[src/wdu_pkg.sv]
// Purpose: shared constants, types and register map of the watchdog unit
// Assumes: one 50 MHz clock, plain register port with 32-bit data
// Notes: all offsets are byte addresses of aligned words

package wdu_pkg;

	// ------------------------------------------------------------
	// clock and timing
	// ------------------------------------------------------------
	localparam int CLK_PERIOD_NS = 20;
	// width of the reset pulse driven to the system (least time)
	localparam int RESET_PULSE_NS = 1000;
	localparam int PULSE_W = 6;
	localparam logic [PULSE_W-1:0] RESET_PULSE_CYC =
		PULSE_W'((RESET_PULSE_NS + CLK_PERIOD_NS - 1) / CLK_PERIOD_NS);

	// ------------------------------------------------------------
	// prescaler
	// ------------------------------------------------------------
	localparam int PRE_W = 14;
	localparam int DIV_FAST = 256;
	localparam int DIV_SLOW = 16384;
	localparam logic [PRE_W-1:0] DIV_FAST_LAST = PRE_W'(DIV_FAST - 1);
	localparam logic [PRE_W-1:0] DIV_SLOW_LAST = PRE_W'(DIV_SLOW - 1);

	// ------------------------------------------------------------
	// counter
	// ------------------------------------------------------------
	localparam int CNT_W = 16;
	localparam logic [CNT_W-1:0] CNT_MAX = 16'hffff;
	localparam logic [CNT_W-1:0] TIMEOUT_RELOAD = 16'hfffc;
	localparam logic [CNT_W-1:0] PREWARN_RELOAD = 16'hfff0;

	// ------------------------------------------------------------
	// register map
	// ------------------------------------------------------------
	localparam int ADDR_W = 5;
	localparam logic [ADDR_W-1:0] OFS_CTRL0 = 5'h00;
	localparam logic [ADDR_W-1:0] OFS_CTRL1 = 5'h04;
	localparam logic [ADDR_W-1:0] OFS_STATE = 5'h08;
	localparam logic [ADDR_W-1:0] OFS_IRQ_STAT = 5'h0c;
	localparam logic [ADDR_W-1:0] OFS_IRQ_MASK = 5'h10;

	// control word 0 fields
	localparam int C0_INIT = 0;
	localparam int C0_LOCK = 1;
	localparam int C0_KEY_LO = 2;
	localparam int C0_KEY_HI = 7;
	localparam int C0_UPW_LO = 8;
	localparam int C0_UPW_HI = 15;
	localparam int C0_REL_LO = 16;
	localparam int C0_REL_HI = 31;
	// control word 1 fields (bits 7:1 carry the guard like word 0)
	localparam int C1_SLOW = 8;
	localparam int C1_OFF = 9;

	// fixed keys of the two-write access
	localparam logic [5:0] FIXED_PASSWORD = 6'h3c;
	localparam logic [5:0] FIXED_GUARD = 6'h0f;

	// reset values
	localparam logic [CNT_W-1:0] RST_RELOAD = 16'h0000;
	localparam logic [7:0] RST_USER_PW = 8'h00;
	localparam logic RST_INIT_DONE = 1'b0;
	localparam logic RST_SLOW = 1'b0;
	localparam logic RST_OFF = 1'b0;

	// interrupt status bits
	localparam int IRQ_W = 4;
	localparam int IRQ_ACCESS = 0;
	localparam int IRQ_OVERFLOW = 1;
	localparam int IRQ_PREWARN = 2;
	localparam int IRQ_SERVICE = 3;

	// ------------------------------------------------------------
	// types
	// ------------------------------------------------------------
	typedef enum logic [1:0] {
		ST_NORMAL = 2'b00,
		ST_OPEN = 2'b01,
		ST_PREWARN = 2'b10,
		ST_RESET = 2'b11
	} wdu_state_e;

	typedef struct packed {
		logic wr;
		logic rd;
		logic [ADDR_W-1:0] addr;
		logic [31:0] wdata;
	} wdu_bus_s;

endpackage

[src/wdu_prescaler.sv]
// Purpose: divides the system clock into counter ticks
// Assumes: select and restart are synchronous to core_clk
// Notes: tick is a one-cycle pulse once per selected division

`timescale 1ns/1ps

module wdu_prescaler import wdu_pkg::*; (
	// clock and reset
	input wire logic core_clk,
	input wire logic rst_b,
	// control
	input wire logic slow,
	input wire logic restart,
	// tick out
	output logic tick
);

	logic [PRE_W-1:0] div_cnt;
	wire [PRE_W-1:0] limit = slow ? DIV_SLOW_LAST : DIV_FAST_LAST;
	// >= so a switch to the fast rate mid-count still wraps at once
	wire wrap = div_cnt >= limit;
	wire [PRE_W-1:0] next_div_cnt = (restart || wrap) ? '0 : div_cnt + 1'b1;
	wire next_tick = wrap && !restart;

	always_ff @(posedge core_clk) begin
		if (!rst_b) begin
			div_cnt <= '0;
			tick <= 1'b0;
		end else begin
			div_cnt <= next_div_cnt;
			tick <= next_tick;
		end
	end

endmodule

[src/wdu_irq.sv]
// Purpose: sticky event status, mask and one level interrupt
// Assumes: status bits clear by writing one
// Notes: a set in the same cycle as its clear wins

`timescale 1ns/1ps

module wdu_irq import wdu_pkg::*; (
	// clock and reset
	input wire logic core_clk,
	input wire logic rst_b,
	// events
	input wire logic [IRQ_W-1:0] set,
	// software access
	input wire logic clr_wr,
	input wire logic mask_wr,
	input wire logic [IRQ_W-1:0] wdata,
	// state
	output logic [IRQ_W-1:0] stat,
	output logic [IRQ_W-1:0] mask,
	output logic irq
);

	wire [IRQ_W-1:0] clr = clr_wr ? wdata : '0;
	wire [IRQ_W-1:0] next_stat = set | (stat & ~clr);
	wire [IRQ_W-1:0] next_mask = mask_wr ? wdata : mask;

	always_ff @(posedge core_clk) begin
		if (!rst_b) begin
			stat <= '0;
			mask <= '0;
			irq <= 1'b0;
		end else begin
			stat <= next_stat;
			mask <= next_mask;
			irq <= |(next_stat & next_mask);
		end
	end

endmodule

[src/wdu_watchdog_unit.sv]
// Purpose: prewarning watchdog with two-write guarded access and init lock
// Assumes: rst_b is the system reset, por_b the power-on reset
// Notes: sys_rst_req and the double-reset memory survive rst_b
//
// How it works
// - unserviced interval expiry starts reset sequence
// - init lock bit drives write-protect line
// - lock bit changes only through guarded access
// - error raises nmi first, reset later
// - 16-bit up counter, divided clock, reloads
// - two writes, gap between them limited
// - bad password or guard starts reset
// - counter overflow starts reset
// - disable stops timeout, not access checks
// - second reset without service holds reset

`timescale 1ns/1ps

module wdu_watchdog_unit import wdu_pkg::*; (
	// clock and resets
	input wire logic core_clk,
	input wire logic rst_b,
	input wire logic por_b,
	// register port
	input wire wdu_bus_s bus_req,
	output logic [31:0] rd_data,
	// system outputs
	output logic init_done_lock_bit,
	output logic nmi,
	output logic sys_rst_req,
	output logic irq
);

	// ------------------------------------------------------------
	// state
	// ------------------------------------------------------------
	wdu_state_e state;
	wdu_state_e next_state;
	logic [CNT_W-1:0] cnt;
	logic [CNT_W-1:0] reload_val;
	logic [7:0] user_pw;
	logic slow;
	logic off;
	logic reset_seen;
	logic rst_hold;
	logic [PULSE_W-1:0] pulse_cnt;
	logic tick;
	logic [IRQ_W-1:0] irq_stat;
	logic [IRQ_W-1:0] irq_mask;

	// ------------------------------------------------------------
	// access decode
	// ------------------------------------------------------------
	function automatic logic guard_ok(input logic [31:0] d, input logic lock, input logic [5:0] key);
		guard_ok = (d[C0_LOCK] == lock) && (d[C0_KEY_HI:C0_KEY_LO] == key);
	endfunction

	wire [31:0] wd = bus_req.wdata;
	wire wr_c0 = bus_req.wr && (bus_req.addr == OFS_CTRL0);
	wire wr_c1 = bus_req.wr && (bus_req.addr == OFS_CTRL1);
	wire wr_stat = bus_req.wr && (bus_req.addr == OFS_IRQ_STAT);
	wire wr_mask = bus_req.wr && (bus_req.addr == OFS_IRQ_MASK);
	wire acc_wr = wr_c0 || wr_c1;
	wire in_normal = state == ST_NORMAL;
	wire in_open = state == ST_OPEN;
	wire in_prewarn = state == ST_PREWARN;

	// first write: fixed key plus user password, lock bit set
	wire pw_hit = in_normal && wr_c0 && guard_ok(wd, 1'b1, FIXED_PASSWORD) &&
		(wd[C0_UPW_HI:C0_UPW_LO] == user_pw);
	// second write: guard key with lock bit clear
	wire good_modify = in_open && acc_wr && guard_ok(wd, 1'b0, FIXED_GUARD);
	// checks stay live while the timeout is off
	wire access_err = ((in_normal && acc_wr && !pw_hit) ||
		(in_open && acc_wr && !good_modify));

	// ------------------------------------------------------------
	// counter events
	// ------------------------------------------------------------
	wire ovf = tick && (cnt == CNT_MAX);
	// open window overflow is the too-long gap between the two writes
	wire ovf_err = ovf && ((in_normal && !off) || in_open);
	wire error_evt = access_err || ovf_err;
	wire rst_fire = in_prewarn && ovf;
	wire pre_restart = error_evt || pw_hit || good_modify;

	// ------------------------------------------------------------
	// next state
	// ------------------------------------------------------------
	always_comb begin
		next_state = state;
		unique case (state)
			ST_NORMAL: begin
				if (error_evt) begin
					next_state = ST_PREWARN;
				end else if (pw_hit) begin
					next_state = ST_OPEN;
				end
			end
			ST_OPEN: begin
				if (error_evt) begin
					next_state = ST_PREWARN;
				end else if (good_modify) begin
					next_state = ST_NORMAL;
				end
			end
			ST_PREWARN: begin
				if (rst_fire) begin
					next_state = ST_RESET;
				end
			end
			// left only by the system reset that we request
			ST_RESET: begin
				next_state = ST_RESET;
			end
		endcase
	end

	// ------------------------------------------------------------
	// counter reload
	// ------------------------------------------------------------
	wire [CNT_W-1:0] new_reload = wr_c0 ? wd[C0_REL_HI:C0_REL_LO] : reload_val;
	wire [CNT_W-1:0] wrap_val = in_open ? TIMEOUT_RELOAD : reload_val;
	wire [CNT_W-1:0] step_val = ovf ? wrap_val : cnt + 1'b1;
	wire [CNT_W-1:0] next_cnt =
		error_evt ? PREWARN_RELOAD :
		pw_hit ? TIMEOUT_RELOAD :
		good_modify ? new_reload :
		(tick && (state != ST_RESET)) ? step_val : cnt;

	// ------------------------------------------------------------
	// register state
	// ------------------------------------------------------------
	wire c0_modify = good_modify && wr_c0;
	wire c1_modify = good_modify && wr_c1;
	// only the guarded second write may move the reload value
	wire [CNT_W-1:0] next_reload = c0_modify ? new_reload : reload_val;
	wire next_lock = c0_modify ? wd[C0_INIT] : init_done_lock_bit;
	wire [7:0] next_user_pw = c0_modify ? wd[C0_UPW_HI:C0_UPW_LO] : user_pw;
	wire next_slow = c1_modify ? wd[C1_SLOW] : slow;
	wire next_off = c1_modify ? wd[C1_OFF] : off;

	always_ff @(posedge core_clk) begin
		if (!rst_b) begin
			state <= ST_NORMAL;
			cnt <= RST_RELOAD;
			reload_val <= RST_RELOAD;
			user_pw <= RST_USER_PW;
			init_done_lock_bit <= RST_INIT_DONE;
			slow <= RST_SLOW;
			off <= RST_OFF;
			nmi <= 1'b0;
		end else begin
			state <= next_state;
			cnt <= next_cnt;
			reload_val <= next_reload;
			user_pw <= next_user_pw;
			init_done_lock_bit <= next_lock;
			slow <= next_slow;
			off <= next_off;
			nmi <= next_state == ST_PREWARN;
		end
	end

	// ------------------------------------------------------------
	// system reset and double-reset memory
	// ------------------------------------------------------------
	// a proper service clears the memory; a new fire in that cycle wins
	wire next_seen = rst_fire || (reset_seen && !(good_modify && rst_b));
	wire next_hold = rst_hold || (rst_fire && reset_seen);
	wire [PULSE_W-1:0] next_pulse = rst_fire ? RESET_PULSE_CYC :
		(pulse_cnt != '0) ? pulse_cnt - 1'b1 : '0;
	wire next_rst_req = next_hold || (next_pulse != '0);

	always_ff @(posedge core_clk) begin
		if (!por_b) begin
			reset_seen <= 1'b0;
			rst_hold <= 1'b0;
			pulse_cnt <= '0;
			sys_rst_req <= 1'b0;
		end else begin
			reset_seen <= next_seen;
			rst_hold <= next_hold;
			pulse_cnt <= next_pulse;
			sys_rst_req <= next_rst_req;
		end
	end

	// ------------------------------------------------------------
	// read port
	// ------------------------------------------------------------
	wire [31:0] rd_c0 = {reload_val, user_pw, 6'h00, !in_open, init_done_lock_bit};
	wire [31:0] rd_c1 = {22'h000000, off, slow, 8'h00};
	wire [31:0] rd_st = {14'h0000, state, cnt};
	wire [31:0] rd_mux =
		(bus_req.addr == OFS_CTRL0) ? rd_c0 :
		(bus_req.addr == OFS_CTRL1) ? rd_c1 :
		(bus_req.addr == OFS_STATE) ? rd_st :
		(bus_req.addr == OFS_IRQ_STAT) ? {28'h0000000, irq_stat} :
		(bus_req.addr == OFS_IRQ_MASK) ? {28'h0000000, irq_mask} : 32'h00000000;
	wire [31:0] next_rd_data = bus_req.rd ? rd_mux : 32'h00000000;

	always_ff @(posedge core_clk) begin
		if (!rst_b) begin
			rd_data <= 32'h00000000;
		end else begin
			rd_data <= next_rd_data;
		end
	end

	// ------------------------------------------------------------
	// sub-blocks
	// ------------------------------------------------------------
	wire [IRQ_W-1:0] irq_set = {good_modify, error_evt, ovf_err, access_err};

	wdu_prescaler u_pre (
		.core_clk(core_clk),
		.rst_b(rst_b),
		.slow(slow),
		.restart(pre_restart),
		.tick(tick)
	);

	wdu_irq u_irq (
		.core_clk(core_clk),
		.rst_b(rst_b),
		.set(irq_set),
		.clr_wr(wr_stat),
		.mask_wr(wr_mask),
		.wdata(wd[IRQ_W-1:0]),
		.stat(irq_stat),
		.mask(irq_mask),
		.irq(irq)
	);
endmodule

[config.mk]
export PLATFORM = sky130hd
export DESIGN_NAME = wdu_watchdog_unit
export DESIGN_NICKNAME = d
export VERILOG_FILES = /design/src/wdu_pkg.sv /design/src/wdu_prescaler.sv /design/src/wdu_irq.sv /design/src/wdu_watchdog_unit.sv
export SDC_FILE = /design/constraint.sdc
export NUM_CORES = 1
export LEC_CHECK = 0
export CORE_UTILIZATION = 41
export DETAILED_ROUTE_END_ITERATION = 10
export DONT_BUFFER_PORTS = 1
export PLACE_DENSITY = 0.59
export SLEW_MARGIN = 40
export SYNTH_ARGS = -nofsm -noshare
export SYNTH_HDL_FRONTEND = slang
export SYNTH_HIERARCHICAL = 1
export SYNTH_SLANG_ARGS = --single-unit
[constraint.sdc]
create_clock -name core_clk -period 5.1 [get_ports core_clk]
set_input_delay 0.51 -clock core_clk [delete_from_list [all_inputs] [get_ports core_clk]]
set_output_delay 0.51 -clock core_clk [all_outputs]
set_load 0.005 [all_outputs]
==> Word level (Yosys, flattened, before mapping) <==
Cells that the tools add are included.
{ "op_classes": {"n_mux": 23, "add_sub_neg": 3, "n_reduce_logical": 54, "order_cmp": 1, "eq_ne": 13, "n_bitwise": 7} }
{ "ops": {"columns": ["operator", "count"], "rows": [
  ["$mux W16", 7],
  ["$mux W18", 2],
  ["$mux W32", 1],
  ["$logic_and A1 B1 Y1", 25],
  ["$add A16 B1 Y16 const B", 1],
  ["$eq A16 B16 Y1 const B", 1],
  ["$mux W4", 4],
  ["$add A14 B1 Y14 const B", 1],
  ["$ge A14 B14 Y1", 1],
  ["$mux W14", 1],
  ["$mux W6", 2],
  ["$reduce_bool A6 Y1", 2],
  ["$eq A5 B4 Y1 const B", 2],
  ["$logic_or A1 B1 Y1", 10],
  ["$mux W2", 5],
  ["$and A4 B4 Y4", 2],
  ["$eq A8 B8 Y1", 1],
  ["$pmux W2 S4", 1],
  ["$reduce_or A4 Y1", 2],
  ["$eq A2 B2 Y1 const B", 3],
  ["$eq A6 B4 Y1 const B", 1],
  ["$eq A6 B6 Y1 const B", 1],
  ["$logic_not A1 Y1", 6],
  ["$sub A6 B1 Y6 const B", 1],
  ["15 further kinds", 18]
]} }
{ "word_totals": {"inputBits": 42, "regBits": 111, "elab_cells": 122, "output_inout_bits": 36} }

==> Logic depth before layout (Yosys ltp) <==
Gate-level depths: netlist of the first run.
{ "logic_depth": {"depth_word": 13, "ltp_mapped": 9, "mapped_depth_nobuf": 8} }

==> Hierarchy <==
The synthesis of the first run kept the hierarchy.
{ "modules_own_cells": {"columns": ["mod", "cells_per_inst", "area_per_inst_um2", "seq_area_each_um2", "n_inst"], "rows": [
  ["wdu_watchdog_unit", 503, 4274.1, 1741.7, 1],
  ["wdu_prescaler", 87, 757.0, 300.3, 1],
  ["wdu_irq", 32, 375.4, 180.2, 1]
]} }

==> Least setup slack after synthesis of the first run <==
OpenSTA, ideal clock, no wires.
{ "synth_timing": {"path_type": "input -> register", "start": "in bus_req[36] (netlist name)", "end": "reg u_irq.irq", "n_path_buf": 0, "path_slack_ns": 2.637, "t_required_ns": 4.975, "setup_ns": 0.125, "t_arrival_ns": 2.338, "cell_stages": 7, "path_cell_list": "nor4_4 -> nand3b_1 -> or4_1 -> nand2_1 -> nand2_1 -> o21ba_1 -> o41a_1"} }
{ "synth_via": {"elab_chain_cells": 12, "elab_cells_between_ends": 28, "cone_classes": "3 x eq/ne; 2 x mux; 4 x bitwise; 19 x reduce/logical"} }
{ "synth_rtl": {"columns": ["element", "line", "text"], "rows": [
  ["start, declared", "wdu_watchdog_unit.sv:25", "input wire wdu_bus_s bus_req,"],
  ["$eq A5 B3 Y1 or $logic_not A5 Y1 (tied branches)", "wdu_watchdog_unit.sv:60, wdu_watchdog_unit.sv:59", null],
  ["$logic_and A1 B1 Y1 (on tied branches)", "wdu_watchdog_unit.sv:60, wdu_watchdog_unit.sv:59", null],
  ["$logic_or A1 B1 Y1 or $logic_and A1 B1 Y1 (tied branches)", "wdu_watchdog_unit.sv:63, wdu_watchdog_unit.sv:69", null],
  ["$logic_and A1 B1 Y1 (on tied branches)", "wdu_watchdog_unit.sv:72, wdu_watchdog_unit.sv:75, wdu_watchdog_unit.sv:69", null],
  ["$logic_and A1 B1 Y1 (on tied branches)", "wdu_watchdog_unit.sv:72, wdu_watchdog_unit.sv:69", null],
  ["$logic_not A1 Y1 (on tied branches)", "wdu_watchdog_unit.sv:75, wdu_watchdog_unit.sv:74", null],
  ["$logic_and A1 B1 Y1 (on tied branches)", "wdu_watchdog_unit.sv:75, wdu_watchdog_unit.sv:74", null],
  ["$logic_or A1 B1 Y1 *", "wdu_watchdog_unit.sv:74", "wire access_err = ((in_normal && acc_wr && !pw_hit) ||"],
  ["$logic_or A1 B1 Y1 *", "wdu_watchdog_unit.sv:83", "wire error_evt = access_err || ovf_err;"],
  ["net error_evt", "wdu_watchdog_unit.sv:83", null],
  ["$or A4 B4 Y4 *", "wdu_irq.sv:24", "wire [IRQ_W-1:0] next_stat = set | (stat & ~clr);"],
  ["$and A4 B4 Y4 *", "wdu_irq.sv:35", "irq <= |(next_stat & next_mask);"],
  ["$reduce_or A4 Y1 *", "wdu_irq.sv:35", null],
  ["end signal, assigned", "wdu_irq.sv:35", null],
  ["end, declared", "wdu_irq.sv:20", "output logic irq"]
]} }
Mark *: on every way through the listed nets, which the timed path passes. The rest lies on a longest branch.
A chain may end at the register's enable or synchronous reset.

==> Worst setup path in the final report of the first run <==
Ends and elaborated chain as after synthesis.

==> results of run 1 <==
==> layer usage <==
metal / vias up / wire (um) / share of wire, % / GRT usage (%)
met5: - / 0 / 0 / 0
met4: 0 / 293 / 2.2 / 8.10
met3: 16 / 860 / 6.3 / 6.08
met2: 121 / 6120 / 45 / 33.1
met1: 2077 / 6310 / 46 / 28.0
li1: 2150 / - / - / -
==> layout make-up <==
class,instances,share of cell area [%]
clock buffers,13,4.31
clock inverters,3,0.733
well taps,172,3.71
multi-input cells,472,51.5
flip-flops and latches,111,38.3
repair buffers,5,0.711
inverters,11,0.797
==> final timing paths <==
check | end | start | cells after the start | slack (ps)
worst max register to register | u_pre/div_cnt[4] | cnt[8] | 7 | 2460
worst min register to register | u_pre/div_cnt[0] | u_pre/div_cnt[0] | 1 | 470
worst min-delay path | rst_hold | por_b | 1 | 270
worst max-delay path | u_irq/irq | bus_req[36] | 8 | 2350
==> synthesized netlist by cell type, types with 17 or more instances <==
cell,count
sky130_fd_sc_hd__a21oi_1,31
sky130_fd_sc_hd__dfxtp_1,111
sky130_fd_sc_hd__o21ai_0,29
sky130_fd_sc_hd__clkbuf_1,19
sky130_fd_sc_hd__mux2i_1,17
sky130_fd_sc_hd__a21boi_1,20
sky130_fd_sc_hd__nor2_1,48
sky130_fd_sc_hd__and2_1,26
sky130_fd_sc_hd__xnor2_1,27
sky130_fd_sc_hd__nand2_1,95
sky130_fd_sc_hd__nor3_1,18
sky130_fd_sc_hd__nand3_1,22
==> sequential cells by signal (all words and copies together) (netlist names) <==
signal,cells
state,2
u_irq/mask,4
cnt,16
nmi,1
u_irq/stat,4
user_pw,8
pulse_cnt,6
u_irq/irq,1
slow,1
u_pre/div_cnt,14
reload_val,16
u_pre/tick,1
rst_hold,1
init_done_lock_bit,1
rd_data,32
off,1
reset_seen,1
sys_rst_req,1
==> metrics by stage <==
| stage | instances | setup WS, ps | power (mW) | hold WS (ps) |
|---|---|---|---|---|
| floorplan | 622 | 2640 | 0.935 | 426 |
| global placement | 770 | 1820 | 0.933 | 448 |
| detailed placement | 770 | 1760 | 0.935 | 459 |
| CTS | 786 | 2140 | 1.64 | 258 |
| global route | 787 | 2180 | 1.68 | 258 |
| finish | 787 | 2350 | 1.62 | 268 |
==> power by group through the flow <==
| stage | combinational (mW) | sequential (mW) | clock (mW) |
|---|---|---|---|
| after detailed placement | 0.0356 | 0.899 | 0 |
| after global placement | 0.0348 | 0.899 | 0 |
| after global routing | 0.0397 | 0.880 | 0.760 |
| after CTS | 0.0358 | 0.879 | 0.728 |
| after floorplan | 0.0384 | 0.896 | 0 |
| final | 0.0359 | 0.879 | 0.705 |
==> layout by cell type (no fill, tap or decap), types with 3 or more instances in the layout <==
cell type | netlist | layout
sky130_fd_sc_hd__a21boi_0 | 13 | 13
sky130_fd_sc_hd__a21boi_1 | 20 | 20
sky130_fd_sc_hd__a21oi_1 | 31 | 31
sky130_fd_sc_hd__a22o_1 | 8 | 8
sky130_fd_sc_hd__a22oi_1 | 4 | 4
sky130_fd_sc_hd__a31oi_1 | 4 | 4
sky130_fd_sc_hd__and2_1 | 26 | 26
sky130_fd_sc_hd__and3_1 | 5 | 5
sky130_fd_sc_hd__and3b_1 | 3 | 3
sky130_fd_sc_hd__and4_1 | 3 | 3
sky130_fd_sc_hd__buf_4 | 1 | 4
sky130_fd_sc_hd__clkbuf_1 | 19 | 3
sky130_fd_sc_hd__clkbuf_16 | 0 | 9
sky130_fd_sc_hd__dfxtp_1 | 111 | 111
sky130_fd_sc_hd__ha_1 | 10 | 10
sky130_fd_sc_hd__inv_1 | 10 | 10
sky130_fd_sc_hd__mux2i_1 | 17 | 17
sky130_fd_sc_hd__nand2_1 | 95 | 95
sky130_fd_sc_hd__nand2b_1 | 4 | 4
sky130_fd_sc_hd__nand3_1 | 22 | 22
sky130_fd_sc_hd__nand3b_1 | 3 | 3
sky130_fd_sc_hd__nand4_1 | 9 | 9
sky130_fd_sc_hd__nor2_1 | 48 | 48
sky130_fd_sc_hd__nor2b_1 | 5 | 5
sky130_fd_sc_hd__nor3_1 | 18 | 17
sky130_fd_sc_hd__nor4_1 | 6 | 6
sky130_fd_sc_hd__o21a_1 | 7 | 7
sky130_fd_sc_hd__o21ai_0 | 29 | 29
sky130_fd_sc_hd__o221ai_1 | 3 | 3
sky130_fd_sc_hd__or3_1 | 3 | 3
sky130_fd_sc_hd__or4_1 | 3 | 3
sky130_fd_sc_hd__or4_4 | 3 | 3
sky130_fd_sc_hd__xnor2_1 | 27 | 27
sky130_fd_sc_hd__xor2_1 | 5 | 5
==> kinds of logic (layout without fill, tap and decap cells) <==
family	after synthesis	in the layout	synth area share (%)
simple gates	269	269	25.8
compound gates	142	142	18.2
flops	111	111	41.1
buf+inv	39	32	3.84
xor+xnor	32	32	5.18
mux	19	19	3.56
fa+ha+maj	10	10	2.31
==> results.toml, run 1 <==
[critical_path]
timing.critical_path.required_ps = 5350
worst-path-buf-inv = 1
cp-start-kind = "primary input"
cp_common_cell = "sky130_fd_sc_hd__nand2_1"
worstSetupPathType = "primary input to flop"
critical_path.cell_chain = "nor4_4 > nand3b_1 > buf_6 > or4_1 > nand2_1 > nand2_1 > o21ba_1 > o41a_1"
crit_path_max_incr_delay_ps = 560
critical_path.top_delay_family = "simple AND/OR/NAND/NOR gates"
crit_path_top_delay_cell = "sky130_fd_sc_hd__or4_1"
crit_path_end_kind = "flop"
critical_path.max_fanout = 8
worst_ep_arrival_time_ps = 3000

[min_path]
hold_class = "primary input to flop"

[floorplan]
design.core.area_um2 = 12700
num_rows = 41
fp.dieArea_um2 = 13600
dieHeight_um = 117
die_x_um = 117
num_io_pins = 78
start_util_pct = 42.5

[power]
power.share.switching_pct = 20.7
power.switching_mw = 0.335
power.internal_mw = 1.29
power.clock.fraction_pct = 43.5
p_leak_nw = 2.09
worst_ir_drop_on_vdd_uv = 135
power.sequential.fraction_pct = 54.3
share_comb_of_total_power_pct = 2.2
power_per_cell_area_nw_per_um2 = 279

[grt]
overflow = 0
track_usage_pct = 21.3
first_global_vias = 4252
grt_antenna_before_repair = 0
global_route_wire_length_before_repair_um = 22000
grt_start_max_net_pins = 58

[cells_and_area]
num_antenna_cells = 0
layout.nets = 662
layout-area-overhead-vs-synth_pct = 7.41
layout.cell_area.non_filler_um2 = 5810
finish.utilization_pct = 45.6
multi_input_area_um2 = 2990
num-fill-cells = 1319
register_area_um2 = 2220
fraction_of_layout_instances_using_a_drive_strength_above_1_pct = 7.15

[sta]
slew-limit-headroom_pct = 48.0
finalSetupViolCount = 0
fin_worst_skew_ps = 7.15
finalHoldViolations = 0
slew_violations = 0
tightest_slew_ps = 773
tns_ps = 0
period_needed_ps = 2750
rsz0062_at_grt = "false"
fmax_mhz = 364
finalCritPeriodShare_pct = 53.9

[yosys]
netlist_area_um2 = 5410
yosys.cell_types.count = 65
synth_largest_area_cell = "sky130_fd_sc_hd__dfxtp_1"
ys.warnings.count = 6
synth_enable_flop_cells = 0
synth_net_count = 674
synth_seq_cells = 111
seq_area_frac_synth_pct = 41.1
biggest_area_contributors_in_the_synthesized_netlist = "sky130_fd_sc_hd__dfxtp_1 41%, sky130_fd_sc_hd__nand2_1 6.6%, sky130_fd_sc_hd__xnor2_1 4.4%"
synth_ff_type = "sky130_fd_sc_hd__dfxtp_1"
syn_inst_count = 622
synth.top_cell.area_share_pct = 41.1
post_synth.cell_area_avg_um2 = 8.69
asyncSetResetFlopFracSynth_pct = 0

[clock_network]
postCtsResizedCells = 0
clock_tree.buffer_depth = 2
cts_bufs_inserted = 9
cts_hold_repair.buffers = 0
cts.htree.levels = 3
root_buffer = "sky130_fd_sc_hd__clkbuf_16"
clk_transition_reported_paths_ps = 70
tritoncts_clock_tree = "done"
post-cts-setup-buffers = 0
clock_sinks = 111
clock_latency_ps = 360

[route]
route.vias.total = 4364
route.antenna.remaining_nets = 0
avgViaCountPerCell = 5.55
drt_iter0_drc = 272
detailedRoute.firstPassIterationCount = 5
detailed_route_drc_error_count = 0
wire_per_inst_um = 17.3
drt-total-wl_um = 13600

[outcome]
run_status = "finished clean"

[placed_design]
globalplace.congestion = 0.878
postPlaceCellArea_um2 = 5500
post-dp-hpwl_um = 9840
port_buffers = 0

[flow_run]
max_cap_viol_count = 0
No activity file was read; power rests on OpenSTA's default activity.
==> inputs of run 2 (changes only) <==
--- a/config.mk
+++ b/config.mk
@@ -8,7 +8,7 @@
 export CORE_UTILIZATION = 41
 export DETAILED_ROUTE_END_ITERATION = 10
 export DONT_BUFFER_PORTS = 1
-export PLACE_DENSITY = 0.59
+export PLACE_DENSITY = 0.61
 export SLEW_MARGIN = 40
 export SYNTH_ARGS = -nofsm -noshare
 export SYNTH_HDL_FRONTEND = slang
==> constraint.sdc (replaced) <==
create_clock -name core_clk -period 2.4 [get_ports core_clk]
set_input_delay 0.24 -clock core_clk [delete_from_list [all_inputs] [get_ports core_clk]]
set_output_delay 0.24 -clock core_clk [all_outputs]
set_load 0.005 [all_outputs]
==> results.toml, run 2 (synthesis gave the netlist of run 1 again) <==
[min_path]
min_to = "sys_rst_req"
hold_start = "por_b"
hold_class = "primary input to flop"
worst_hold_path_depth = 1

[floorplan]
num_rows = 41
num_io_pins = 78
fp.dieArea_um2 = 13600
start_util_pct = 42.5
die_x_um = 117
dieHeight_um = 117
design.core.area_um2 = 12700

[cells_and_area]
layout.cells.non_filler = 814
layout-area-overhead-vs-synth_pct = 11.5
layout.cells.most_common = "sky130_fd_sc_hd__dfxtp_1"
top_regs = "rd_data x32, cnt x16, reload_val x16"
register_containing_the_most_flip_flops_in_the_final_layout = "rd_data"
num_antenna_cells = 0
layout.nets = 691
final_cell_mix = "111 x sky130_fd_sc_hd__dfxtp_1, 95 x sky130_fd_sc_hd__nand2_1, 48 x sky130_fd_sc_hd__nor2_1"
fraction_of_layout_instances_using_a_drive_strength_above_1_pct = 10.7
number_of_flip_flops_under_the_largest_register_name = 32
num-fill-cells = 1290

[power]
share_comb_of_total_power_pct = 2.7
power.clock.fraction_pct = 43.3
power.internal_mw = 2.73
power.share.switching_pct = 20.9
p_leak_nw = 2.23
power_per_cell_area_nw_per_um2 = 573
overall_power_mw = 3.45
power.switching_mw = 0.721
power.sequential.fraction_pct = 54.0
worst_ir_drop_on_vdd_uv = 382

[sta]
finalCritPeriodShare_pct = 94.0
fmax_mhz = 443
slew-limit-headroom_pct = 60.7
final_worst_setup_slack_ps = 145
period_needed_ps = 2250
tns_ps = 0
rsz0062_at_grt = "false"
fin_hold_ws_ps = 14.6
finalSetupViolCount = 0
finalHoldViolations = 0
fin_worst_skew_ps = 10.1
tightest_slew_ps = 588
slew_violations = 0

[clock_network]
clock_tree.buffer_depth = 2
clock_sinks = 111
clock_latency_ps = 360
clk_transition_reported_paths_ps = 70
root_buffer = "sky130_fd_sc_hd__clkbuf_16"
post-cts-setup-buffers = 0
cts.htree.levels = 3
tritoncts_clock_tree = "done"
cts_bufs_inserted = 9

[critical_path]
worstSetupPathType = "flop to flop"
timing.critical_path.required_ps = 2640
critical_path.cell_chain = "xnor2_2 > nand4_1 > or4_1 > nand2_1 > nand2_1 > o21ba_1 > o41a_1"
critical_path.max_fanout = 5
cp_common_cell = "sky130_fd_sc_hd__nand2_1"
reg2reg_to = "u_irq/irq"
worst_ep_arrival_time_ps = 2490
crit_path_top_delay_cell = "sky130_fd_sc_hd__or4_1"
rr_startpoint = "user_pw[7]"
cp-start-kind = "flop"
crit_path_end_kind = "flop"
crit_path_max_incr_delay_ps = 640
regToRegSetupSlack_ps = 150
r2r_cells = 7

[placed_design]
number_of_placed_instances_with_taps_included = 796
port_buffers = 0
place_worst_setup_slack_ps = 65.8
post-dp-hpwl_um = 10400
globalplace.congestion = 0.921

[route]
avgViaCountPerCell = 5.62
drt_iter0_drc = 298
route.antenna.remaining_nets = 0
route.vias.total = 4578
wire_per_inst_um = 17.6
detailed_route_drc_error_count = 0
detailedRoute.firstPassIterationCount = 5
drt-total-wl_um = 14300

[flow_run]
max_cap_viol_count = 0

[grt]
grt_start_max_net_pins = 55
overflow = 0
grt_antenna_before_repair = 0
first_global_vias = 4387
global_route_wire_length_before_repair_um = 23100
track_usage_pct = 22.2

[outcome]
run_status = "finished clean"
==> run 2: worst max-delay path by stage <==
stage                 from  depth (start not counted)                 to
6_report        user_pw[7]                          7          u_irq/irq
3_3_place_gp   bus_req[36]                          7             cnt[3]
4_1_cts         user_pw[7]                          7          u_irq/irq
2_1_floorplan       cnt[7]                          9  u_pre/div_cnt[13]
3_5_place_dp    bus_req[7]                          7             cnt[3]
5_1_grt         user_pw[7]                          7          u_irq/irq
==> run 2: timing repair <==
action / 4_1_cts / 5_1_grt
resized for setup: 0 / 1
hold buffers: 4 / 0
endpoints found under the setup margin: 0 / 1
endpoints found under the hold margin: 8 / 0
==> run 2: area by class of cell <==
class / instances / area, um^2 / area share, %
timing repair buffer: 34 / 265 / 4.40
multi-input combinational: 472 / 2990 / 49.6
clock inverter: 3 / 45.0 / 0.748
inverter: 11 / 46.3 / 0.768
clock buffer: 11 / 243 / 4.03
sequential: 111 / 2220 / 36.9
tap: 172 / 215 / 3.57
==> run 2: metrics by stage <==
stage	cell area [um^2]	utilization (%)
6_report	6030	47.4
5_1_grt	6030	47.4
4_1_cts	6020	47.3
3_5_place_dp	5690	44.7
3_3_place_gp	5690	44.7
2_1_floorplan	5410	-
==> run 2: power by group through the flow <==
stage | clock [mW] | sequential [mW] | combinational [mW]
floorplan | 0 | 1.90 | 0.0816
global placement | 0 | 1.91 | 0.0818
detailed placement | 0 | 1.91 | 0.0837
CTS | 1.53 | 1.86 | 0.0913
global route | 1.61 | 1.87 | 0.100
finish | 1.49 | 1.86 | 0.0920
==> run 2: critical path, delay by kind of cell, from the launching register on <==
family / cells / cell delay (ps)
AOI/OAI and AO/OA: 2 / 600
xor gates and xnor gates: 1 / 210
and+or+nand+nor: 4 / 970
DFF: 1 / 340
==> run 2: metal layers <==
layer | vias to the layer above | track usage [%] | part of all wire (%)
met5 | - | 0 | 0
met4 | 0 | 8.86 | 2.3
met3 | 21 | 4.69 | 6.8
met2 | 159 | 35.2 | 45
met1 | 2181 | 29.6 | 46
li1 | 2217 | - | -
